===== src/verilog/acs_pkg.sv =====
// package of constants and types for the conversion sequencer
package acs_pkg;
   localparam int unsigned CLK_HZ = 20000000;
   localparam int unsigned DELAY_DEF_US = 50;
   localparam logic [15:0] DELAY_DEF_CYC = 16'(((DELAY_DEF_US * (CLK_HZ / 1000000)) + 0));
   localparam int unsigned POR_CYC = 65536;
   localparam logic [9:0] START_CYC = 10'h0200;
   localparam logic [7:0] GAP_CYC = 8'h04;
   localparam logic [15:0] CONV_CYC = 16'h0100;
   localparam logic [1:0] POL_CHOP = 2'h1;
   localparam logic [1:0] POL_AC2 = 2'h2;
   localparam logic [1:0] POL_AC4 = 2'h3;
   localparam int unsigned SLEEP_BIT = 7;
   localparam logic [9:0] CLK_ID_40K = 10'h0000;

   typedef enum logic [2:0] {
      ACS_POR = 3'b000,
      ACS_WAKE = 3'b001,
      ACS_IDLE = 3'b010,
      ACS_DELAY = 3'b011,
      ACS_CONV = 3'b100,
      ACS_GAP = 3'b101
   } acs_state_e;

   typedef struct packed {
      acs_state_e st;
      logic [16:0] cnt;
      logic [15:0] dly;
      logic phase;
      logic first;
      logic [23:0] prev;
      logic [23:0] data;
      logic rdy_n;
      logic drv_a;
      logic drv_b;
      logic rst_flag;
      logic ext_sel;
      logic powered;
      logic chop_inv;
      logic ref_inv;
      logic [3:0] gpio;
      logic clk_fast;
   } acs_state_s;

   typedef struct packed {
      logic [2:0] stages;
      logic level;
   } acs_sync_s;
endpackage


===== src/verilog/acs_sequencer.sv =====
// conversion sequencer: start delay, chop, ac excitation, power-down, reset timing
// How it works
// - programmable start delay, default 50 us
// - chop inverts input polarity each conversion
// - chop discards first conversion after start
// - chop output is half consecutive difference
// - chop first result takes double latency
// - drive outputs follow conversion phase polarity
// - reversed phase inverts reference, then subtracts
// - drives never both active, gap between
// - drives toggle once per conversion only
// - mode 10 two-wire, 11 four-wire
// - gpio0/1 carry a/b, 2/3 repeat in four-wire only
// - clock 10.24 MHz only at 40k
// - auto clock selection, reported in status
// - sleep pin low disables, keeps registers
// - config three bit 7 software sleep
// - reset pin reinitialises everything, command reset only the conversion state
// - any reset sets sticky flag
// - start high at reset end converts
// - ready held low 2^16 cycles
// - first conversion 512 cycles after ready
// - command reset: 512 cycles; pin reset runs the 2^16 wait first
// - ready high at start, low at result
`timescale 1ns/1ps
`default_nettype none
module acs_sequencer
   import acs_pkg::*;
#(
   parameter int unsigned POR_CYCLES = POR_CYC
) (
   input wire logic sys_clk_i,
   input wire logic reset_n_i,
   input wire logic start_i,
   input wire logic sleep_request_i,
   input wire logic cmd_reset_i,
   input wire logic flag_clear_i,
   input wire logic [15:0] delay_cycles_i,
   input wire logic [7:0] config_reg_three_i,
   input wire logic [1:0] polarity_mode_i,
   input wire logic [9:0] rate_code_i,
   input wire logic ext_clock_in_i,
   input wire logic [23:0] raw_result_i,
   output logic result_ready_n_o,
   output logic [23:0] result_data_o,
   output logic chop_invert_o,
   output logic ref_invert_o,
   output logic excite_drive_a_o,
   output logic excite_drive_b_o,
   output logic [3:0] gpio_o,
   output logic clk_fast_o,
   output logic ext_clock_sel_o,
   output logic reset_flag_o,
   output logic powered_o
);
   acs_state_s s_reg;
   acs_state_s s_next;
   logic chop_on;
   logic ac_on;
   logic sleeping;
   logic [24:0] diff;
   logic [24:0] newer;
   logic [24:0] older;
   logic start_level;
   logic sleep_level;
   logic clk_moved;
   localparam logic [16:0] POR_LAST = 17'(POR_CYCLES - 1);

   // start is a level; pulses shorter than two clocks never reach the sequence
   acs_pin_sync #(
      .RESET_LEVEL(1'b0)
   ) i_acs_pin_sync_start (
      .sys_clk_i(sys_clk_i),
      .reset_n_i(reset_n_i),
      .pin_i(start_i),
      .level_o(start_level),
      .moved_o()
   );

   // idles awake, so leaving reset never reads as a sleep request
   acs_pin_sync #(
      .RESET_LEVEL(1'b1)
   ) i_acs_pin_sync_sleep (
      .sys_clk_i(sys_clk_i),
      .reset_n_i(reset_n_i),
      .pin_i(sleep_request_i),
      .level_o(sleep_level),
      .moved_o()
   );

   // only movement matters here, a running clock never holds a level
   acs_pin_sync #(
      .RESET_LEVEL(1'b0)
   ) i_acs_pin_sync_clock (
      .sys_clk_i(sys_clk_i),
      .reset_n_i(reset_n_i),
      .pin_i(ext_clock_in_i),
      .level_o(),
      .moved_o(clk_moved)
   );

   assign chop_on = (polarity_mode_i == POL_CHOP);
   assign ac_on = (polarity_mode_i == POL_AC2) || (polarity_mode_i == POL_AC4);
   assign sleeping = !sleep_level || config_reg_three_i[SLEEP_BIT];

   always_comb begin
      s_next = s_reg;
      diff = 25'h000_0000;
      newer = {raw_result_i[23], raw_result_i};
      older = {s_reg.prev[23], s_reg.prev};
      // external clock present when its sampled level moves
      if (clk_moved) begin
         s_next.ext_sel = 1'b1;
      end
      if (flag_clear_i) begin
         s_next.rst_flag = 1'b0;
      end
      s_next.powered = !sleeping;
      if (cmd_reset_i) begin
         // command reset reinitialises conversion state; set wins over clear
         s_next.st = ACS_WAKE;
         s_next.cnt = 17'(START_CYC);
         s_next.rst_flag = 1'b1;
         s_next.rdy_n = 1'b1;
         s_next.drv_a = 1'b0;
         s_next.drv_b = 1'b0;
         s_next.phase = 1'b0;
         s_next.first = 1'b1;
         s_next.data = 24'h00_0000;
         s_next.prev = 24'h00_0000;
      end else if (sleeping && s_reg.st != ACS_POR) begin
         // sleep stops the sequence but keeps data and settings
         s_next.st = ACS_IDLE;
         s_next.drv_a = 1'b0;
         s_next.drv_b = 1'b0;
      end else begin
         unique case (s_reg.st)
            ACS_POR: begin
               if (s_reg.cnt == POR_LAST) begin
                  s_next.rdy_n = 1'b1;
                  s_next.st = ACS_WAKE;
                  s_next.cnt = 17'(START_CYC);
               end else begin
                  s_next.cnt = s_reg.cnt + 17'h0_0001;
               end
            end
            ACS_WAKE: begin
               if (s_reg.cnt <= 17'h0_0001) begin
                  s_next.st = ACS_IDLE;
               end else begin
                  s_next.cnt = s_reg.cnt - 17'h0_0001;
               end
            end
            ACS_IDLE: begin
               if (start_level) begin
                  s_next.st = ACS_DELAY;
                  if (delay_cycles_i == 16'h0000) begin
                     s_next.dly = DELAY_DEF_CYC;
                  end else begin
                     s_next.dly = delay_cycles_i;
                  end
                  s_next.rdy_n = 1'b1;
                  s_next.first = 1'b1;
                  s_next.phase = 1'b0;
               end
            end
            ACS_DELAY: begin
               if (s_reg.dly <= 16'h0001) begin
                  s_next.st = ACS_CONV;
                  s_next.cnt = 17'(CONV_CYC);
                  s_next.drv_a = ac_on && !s_reg.phase;
                  s_next.drv_b = ac_on && s_reg.phase;
               end else begin
                  s_next.dly = s_reg.dly - 16'h0001;
               end
            end
            ACS_CONV: begin
               if (s_reg.cnt <= 17'h0_0001) begin
                  if ((chop_on || ac_on) && s_reg.first) begin
                     s_next.first = 1'b0;
                  end else if (chop_on || ac_on) begin
                     // normal phase minus reversed phase, so the offset cancels whichever came first
                     if (s_reg.phase) begin
                        diff = older - newer;
                     end else begin
                        diff = newer - older;
                     end
                     s_next.data = diff[24:1];
                     s_next.rdy_n = 1'b0;
                  end else begin
                     s_next.data = raw_result_i;
                     s_next.rdy_n = 1'b0;
                  end
                  s_next.prev = raw_result_i;
                  s_next.phase = !s_reg.phase;
                  s_next.drv_a = 1'b0;
                  s_next.drv_b = 1'b0;
                  s_next.st = ACS_GAP;
                  s_next.cnt = 17'(GAP_CYC);
               end else begin
                  s_next.cnt = s_reg.cnt - 17'h0_0001;
               end
            end
            ACS_GAP: begin
               if (s_reg.cnt <= 17'h0_0001) begin
                  if (start_level) begin
                     s_next.st = ACS_DELAY;
                     if (delay_cycles_i == 16'h0000) begin
                        s_next.dly = DELAY_DEF_CYC;
                     end else begin
                        s_next.dly = delay_cycles_i;
                     end
                     s_next.rdy_n = 1'b1;
                  end else begin
                     s_next.st = ACS_IDLE;
                  end
               end else begin
                  s_next.cnt = s_reg.cnt - 17'h0_0001;
               end
            end
            default: begin
               s_next.st = ACS_IDLE;
            end
         endcase
      end

      // pin-side outputs are registered with the phase and drives they follow, so all move on one edge
      s_next.chop_inv = chop_on && s_next.phase;
      s_next.ref_inv = ac_on && s_next.phase;
      // four-wire repeats phases; unused pins stay low
      s_next.gpio[0] = s_next.drv_a;
      s_next.gpio[1] = s_next.drv_b;
      s_next.gpio[2] = (polarity_mode_i == POL_AC4) && s_next.drv_a;
      s_next.gpio[3] = (polarity_mode_i == POL_AC4) && s_next.drv_b;
      s_next.clk_fast = (rate_code_i == CLK_ID_40K);
   end

   always_ff @(posedge sys_clk_i or negedge reset_n_i) begin
      if (!reset_n_i) begin
         s_reg <= '0;
         s_reg.st <= ACS_POR;
         s_reg.rst_flag <= 1'b1;
         s_reg.dly <= DELAY_DEF_CYC;
         s_reg.powered <= 1'b1;
         s_reg.first <= 1'b1;
      end else begin
         s_reg <= s_next;
      end
   end

   assign result_ready_n_o = s_reg.rdy_n;
   assign result_data_o = s_reg.data;
   assign chop_invert_o = s_reg.chop_inv;
   assign ref_invert_o = s_reg.ref_inv;
   assign excite_drive_a_o = s_reg.drv_a;
   assign excite_drive_b_o = s_reg.drv_b;
   assign gpio_o = s_reg.gpio;
   assign clk_fast_o = s_reg.clk_fast;
   assign ext_clock_sel_o = s_reg.ext_sel;
   assign reset_flag_o = s_reg.rst_flag;
   assign powered_o = s_reg.powered;
endmodule

// three-stage pin synchroniser; the level moves only once the last two stages agree
module acs_pin_sync
   import acs_pkg::*;
#(
   parameter logic RESET_LEVEL = 1'b0
) (
   input wire logic sys_clk_i,
   input wire logic reset_n_i,
   input wire logic pin_i,
   output logic level_o,
   output logic moved_o
);
   acs_sync_s s_reg;
   acs_sync_s s_next;

   always_comb begin
      s_next = s_reg;
      s_next.stages = {s_reg.stages[1:0], pin_i};
      if (s_reg.stages[2] == s_reg.stages[1]) begin
         s_next.level = s_reg.stages[2];
      end
   end

   always_ff @(posedge sys_clk_i or negedge reset_n_i) begin
      if (!reset_n_i) begin
         s_reg.stages <= {3{RESET_LEVEL}};
         s_reg.level <= RESET_LEVEL;
      end else begin
         s_reg <= s_next;
      end
   end

   assign level_o = s_reg.level;
   // raw movement between the settled stages, for inputs that never hold still
   assign moved_o = (s_reg.stages[2] != s_reg.stages[1]);
endmodule
`default_nettype wire


===== config.mk =====
export PLATFORM = sky130hd
export DESIGN_NAME = acs_sequencer
export DESIGN_NICKNAME = d
export VERILOG_FILES = /design/src/verilog/acs_pkg.sv /design/src/verilog/acs_sequencer.sv
export SDC_FILE = /design/constraint.sdc
export NUM_CORES = 1
export LEC_CHECK = 0
export BUFFER_PORTS_ARGS = -buffer_cell sky130_fd_sc_hd__buf_2
export CAP_MARGIN = 10
export CORE_AREA = 2 2 163 85
export CTS_BUF_LIST = sky130_fd_sc_hd__clkbuf_4
export CTS_CLUSTER_DIAMETER = 120
export CTS_CLUSTER_SIZE = 20
export DETAILED_ROUTE_END_ITERATION = 7
export DIE_AREA = 0 0 165 87
export PLACE_DENSITY = 0.87
export SETUP_SLACK_MARGIN = 0.3
export SLEW_MARGIN = 40
export SYNTH_ARGS = -nofsm -noshare
export SYNTH_HDL_FRONTEND = slang
export SYNTH_SLANG_ARGS = --single-unit

===== constraint.sdc =====
create_clock -name sys_clk_i -period 4.4 [get_ports sys_clk_i]
set_input_delay 0 -clock sys_clk_i [delete_from_list [all_inputs] [get_ports sys_clk_i]]
set_output_delay 0 -clock sys_clk_i [all_outputs]
set_load 0.02 [all_outputs]

==> results of run 1 <==
repair_timing:
action / 4_1_cts / 5_1_grt
buffers inserted: 0 / 0
hold buffers: 52 / 0
endpoints found under the hold margin: 146 / 0
final timing paths:
check	start	to	slack, ns	cells after the start
worst max-delay path	older[0]	result_data_o[21]	1.10	11
worst min-delay path	reset_n_i	s_reg[73]	0.03	2
worst max register to register	older[0]	result_data_o[21]	1.10	11
worst min register to register	i_acs_pin_sync_sleep.s_next[2]	i_acs_pin_sync_sleep.s_next[3]	0.37	0
max in group asynchronous	reset_n_i	powered_o	3.34	3
min in group sys_clk_i	sleep_request_i	i_acs_pin_sync_sleep.s_next[2]	0.13	2
layout make-up:
cell class                 count  area [um^2]
clock buffer                   9        67.56
clock inverter                 7        92.59
fill                        1027         3797
inverter                      70        262.8
multi-input combinational    766         4862
sequential                   108         2719
tap                          176        220.2
timing repair buffer         157         1079
layout by cell type, fill, tap and decap left out, types with 5 or more instances in the layout:
master / netlist / routed
o21ai_0: 121 / 121
nand2_1: 112 / 111
dfrtp_1: 95 / 95
buf_2: 5 / 95
a21oi_1: 92 / 92
nor2_1: 72 / 71
inv_1: 69 / 69
dlygate4sd3_1: 0 / 52
ha_1: 51 / 51
a21o_1: 21 / 21
nand3_1: 19 / 19
a22oi_1: 19 / 19
nor3_1: 18 / 18
xnor2_1: 15 / 15
mux2i_1: 14 / 14
o31ai_1: 14 / 14
nor4_1: 13 / 13
dfstp_2: 13 / 13
xor2_1: 11 / 11
nand4_1: 10 / 10
and3_1: 10 / 10
a211oi_1: 10 / 10
o21bai_1: 10 / 10
clkbuf_4: 0 / 9
nor2b_1: 8 / 8
buf_4: 28 / 8
nand2b_1: 7 / 7
or2_2: 7 / 7
a221oi_1: 7 / 7
o21a_1: 6 / 6
o211ai_1: 6 / 6
a2111oi_0: 6 / 6
o21ai_1: 6 / 6
a31oi_1: 5 / 5
a22o_1: 5 / 5
routing by layer:
metal  track usage, %  share of wire [%]  vias up
li1                 -                  -     3830
met1            54.79                 47     3880
met2            46.25                 38      547
met3            10.57                 14       37
met4            4.822               0.97        0
met5                0                  0        -
stage by stage:
step	area [um^2]	setup slack, ns	hold slack (ns)	instances
floorplan	8300	1.787	-0.2956	1033
global placement	8605	1.327	0.1097	1224
detailed placement	8608	1.252	0.06136	1224
CTS	9289	1.226	0.06057	1292
global route	9303	0.8609	0.04218	1293
finish	9303	1.101	0.03324	1293
synth_stat cells (4+ instances only):
library cell	count	area, um^2
nor3_1	18	90.09
nand4_1	10	62.56
and3_1	10	62.56
nor4_1	13	81.33
mux2i_1	14	140.1
xnor2_1	15	131.4
o21ai_1	6	30.03
a31oi_1	5	31.28
dfrtp_1	95	2377
o21bai_1	10	75.07
nand2_1	112	420.4
nor2b_1	8	50.05
dfstp_2	13	341.6
o21a_1	6	45.04
o31ai_1	14	105.1
clkbuf_1	50	187.7
or4_1	4	30.03
xor2_1	11	96.34
a21o_1	21	157.7
a22oi_1	19	142.6
a211o_1	4	35.03
o211ai_1	6	45.04
buf_4	28	210.2
or2_2	7	43.79
o22ai_1	4	25.02
buf_2	5	25.02
nand2b_1	7	43.79
a22o_1	5	43.79
o221ai_1	4	35.03
a221oi_1	7	61.31
nand3_1	19	95.09
inv_1	69	259.0
a211oi_1	10	75.07
ha_1	51	638.1
a21oi_1	92	460.4
nor2_1	72	270.3
o21ai_0	121	605.6
or3_1	4	25.02
a2111oi_0	6	52.55
worst max-delay path, cell delays in order, from the launching register on:
cell and delay, ns:
dfrtp_1 0.43, nand2b_1 0.21, fa_1 0.41, a21o_1 0.19, a221oi_1 0.40, o21ai_0 0.21
a21oi_1 0.54, o21ai_0 0.27, a21oi_1 0.20, nor2_1 0.07, xnor2_1 0.14, o21ai_0 0.09
power groups by stage:
stage / sequential (W) / combinational, W / clock [W]
after floorplan: 0.00122 / 0.00101 / 0
after global placement: 0.00128 / 0.00125 / 0
after detailed placement: 0.00129 / 0.00128 / 0
after CTS: 0.00127 / 0.00132 / 0.000590
after global routing: 0.00130 / 0.00150 / 0.000633
final: 0.00128 / 0.00137 / 0.000582
logic make-up (layout without fill, tap and decap cells):
group	count (synthesis)	after routing	share of synthesized area [%]
buf+inv	159	243	8.803
compound gates	365	365	27.24
simple gates	306	306	18.36
flops	108	108	32.76
xor+xnor	26	26	2.743
mux	14	14	1.688
fa+ha+maj	55	55	8.411
==> run metrics, run 1 <==
status complete, no violations; final hold viol count 0; cell area after synthesis around 8300 um^2; Max-Cap Viols 0; WP data required roughly 4.8 ns; DRT iter0 DRCs ~1200; initial antenna violation count 0; Ys Warns 0; IO Port Bufs 96; CP startpoint kind flop; setup TNS 0 ns; num ports around 100; GRT overflow 0; VDD IR max 0.2420 mV; CTS tree built; EDFF count, synth 0; Final GP Congestion roughly 1; Vias between 8000 and 9000; final critical-path required period 3.299 ns; Avg WL per Cell 18.60 um; Comb power frac between 40% and 50%; Die Area ~14000 um^2; period utilization about 75%; sequential share of power between 30% and 40%; f_max slightly above 0.3 GHz; die width 165 um; CORE AREA between 10000 and 15000 um^2; Syn Nets 1153; synthesized area per cell 8.035 um^2; # DRC 0; predominant post-synthesis flop cell dfrtp_1; Crit Path Max Fanout 3; CP Capture Type flop; worst relative slew slack 42.99%; Internal Power around 0.0018 W; Distinct cells, synth 79; clock skew after layout 0.02256 ns; Sinks on Clock Net 108; RSZ-0062 raised after global routing no; Pleak 4.209 nW; CTS buffer count 9; post-route antenna net violation count 0; Layout Nets around 1200; Worst Hold Class in -> async; n_diodes 0; clock share of power around 18%; root buf cell clkbuf_4; H-tree levels 3; Seq/Total Area, Yosys roughly a third; Final Util between 70% and 80%; Area Growth Syn to Fin 12.07%; switching share of power about 44%; CP arrival between 3 and 4 ns; CTS Buffer Depth 2; Slew Viols, Final 0; vias per cell between 6 and 7; CTS resizes 0; initial cell density of the core between 60% and 70%; NetSw roughly 0.0014 W; first-pass GRT wire length slightly below 40 mm; CP Class reg -> reg; Die Ht approximately 87 um; layout cells sized above 1 ~14%; Rows 30; Clock Pin Slew Worst Setup and Hold Paths approximately 0.2 ns; router iterations before antenna repair 7; #FFs+latches synth ~110; DP Wirelength 17.37 mm; largest net degree at the start of global routing 70; max FFs per register 38; Async SR Flop Fraction 100.0%; GRT Overall Usage 34.57%; Final Power 0.003230 W; worst-margin pin slew about 0.85 ns; Mapped Cells between 1000 and 1500; clk_lat worst skew approximately 0.51 ns; final setup violation count 0; vias in the first global route about 7400; PD cells approximately 350 nW/um^2; Total Wirelength ~24 mm
Note: power is estimated with default switching activity, not from simulation.
==> run 2, diff against run 1 <==
Settings changed: CORE_AREA 2 2 163 85 to 2 2 177 92, DIE_AREA 0 0 165 87 to 0 0 179 94, PLACE_DENSITY 0.87 to 0.79.
Clock period 4.4 ns to 3.03 ns, I/O delays scaled along.
==> run metrics, run 2 (same netlist as run 1, synthesis figures left out) <==
Final GP Congestion about 0.94; f_max ~0.37 GHz; CORE AREA 15170 um^2; Internal Power approximately 0.0027 W; Crit Path Max Fanout 4; CP startpoint kind flop; layout cells sized above 1 roughly a fifth; period utilization about nine tenths; root buf cell clkbuf_4; Slew Viols, Final 0; first-pass GRT wire length 37.19 mm; final setup violation count 0; Die Ht around 94 um; Crit path max-delay family compound AO/OA/AOI/OAI gates; CTS Buffer Depth 2; VDD IR max 0.2848 mV; CP arrival roughly 3.1 ns; Final Util between 60% and 70%; worst-margin pin slew 0.6747 ns; max FFs per register 38; Max-Cap Viols 0; CP peak stage delay about 0.42 ns; CTS tree built; post-route antenna net violation count 0; Sinks on Clock Net approximately 110; clk_lat worst skew about 0.51 ns; Area Growth Syn to Fin 19.28%; DP Wirelength between 15 and 20 mm; Vias approximately 8200; final hold viol count 0; Rows 32; RSZ-0062 raised after global routing yes; die width around 180 um; status complete, no violations; DP Cell Count roughly 1300; IO Port Bufs 96; num ports approximately 100; GRT Overall Usage a little over a quarter; Final Non-Filler Cells ~1400; router iterations before antenna repair 7; Layout Nets between 1000 and 1500; CP Class reg -> reg; critical-path cell list nand2b_4 -> fa_2 -> a21o_1 -> a221oi_4 -> o21bai_1 -> a21o_1 -> and3_1 -> a2111oi_2 -> a31oi_1 -> xnor2_1 -> o21ai_1; clock share of power between 10% and 20%; DRT iter0 DRCs a little under 800; GRT overflow 0; Filler Cell Count approximately 1200; NetSw around 0.002 W; Worst Hold Class in -> async; n_diodes 0; CP Capture Type flop; Die Area 16830 um^2; H-tree levels 3; worst relative slew slack between 50 and 60%; CP dominant cell by count a21o_1; largest net degree at the start of global routing 60; critical path's slowest cell dfrtp_1; worst hold slack roughly 0.034 ns; clock skew after layout around 0.032 ns; Comb power frac about 46%; WP data required ~3.5 ns; initial cell density of the core a little over half; Clock Pin Slew Worst Setup and Hold Paths 0.20 ns; Avg WL per Cell between 15 and 20 um; vias per cell 6.071; Pleak ~4.4 nW; Total Wirelength 22.84 mm; CTS buffer count 9; crit path buf inv count 0; # DRC 0; initial antenna violation count 0; most common cell after layout, fill and taps aside o21ai_0; vias in the first global route approximately 7700; PD cells between 400 and 500 nW/um^2; setup TNS 0 ns; sequential share of power about two fifths; final critical-path required period 2.685 ns; most frequent cells in the layout o21ai_0 (112), nand2_1 (111), buf_2 (95), dfrtp_1 (92), a21oi_1 (87); switching share of power between 40% and 50%
[run 2: what timing repair did]
action / CTS / global route
hold buffers: 52 / 0
endpoints found under the setup margin: 23 / 39
pin swaps: 2 / 18
setup buffers: 4 / 7
gates resized for setup: 16 / 67
hold endpoints to repair: 131 / 0
[run 2: metrics by stage]
stage | power, W | cell area (um^2) | worst slack [ns]
2_1_floorplan | 0.003236 | 8300 | 0.4172
3_3_place_gp | 0.003710 | 8807 | 0.1480
3_5_place_dp | 0.003768 | 8807 | 0.08155
4_1_cts | 0.004597 | 9535 | 0.2409
5_1_grt | 0.005099 | 9901 | 0.2554
6_report | 0.004764 | 9901 | 0.3453
[run 2: cell type report]
type / count / area [um^2] / share of cell area [%]
clock buffer: 9 / 67.56 / 0.6824
clock inverter: 7 / 57.56 / 0.5813
inverter: 70 / 267.8 / 2.704
multi-input combinational: 766 / 5216 / 52.69
sequential: 108 / 2723 / 27.50
tap: 204 / 255.2 / 2.578
timing repair buffer: 186 / 1314 / 13.27
[run 2: metal layers]
metal	global-route usage, %	vias to the layer above	part of all wire, %	wire, um
met5	0	-	0	0
met2	47.02	339	48	11020
met4	7.791	0	2.2	509
met3	5.218	59	6.0	1362
li1	-	3877	-	-
met1	35.58	3921	44	9948
[run 2: final timing paths]
| path | to | depth (start not counted) | startpoint | slack, ns |
|---|---|---|---|---|
| worst max-delay path | result_data_o[23] | 11 | older[0] | 0.35 |
| worst min-delay path | s_reg[85] | 2 | reset_n_i | 0.03 |
| worst max register to register | result_data_o[23] | 11 | older[0] | 0.35 |
| worst min register to register | i_acs_pin_sync_start.s_next[3] | 0 | i_acs_pin_sync_start.s_next[2] | 0.37 |
| max in group asynchronous | s_reg[61] | 3 | reset_n_i | 2.22 |
| min in group sys_clk_i | i_acs_pin_sync_sleep.s_next[2] | 2 | sleep_request_i | 0.13 |
[run 2: power by group through the flow]
stage	clock [W]	combinational (W)	sequential, W
floorplan	0	0.00146	0.00178
global placement	0	0.00188	0.00183
detailed placement	0	0.00192	0.00184
CTS	0.000761	0.00202	0.00182
global route	0.000812	0.00242	0.00187
finish	0.000741	0.00218	0.00184
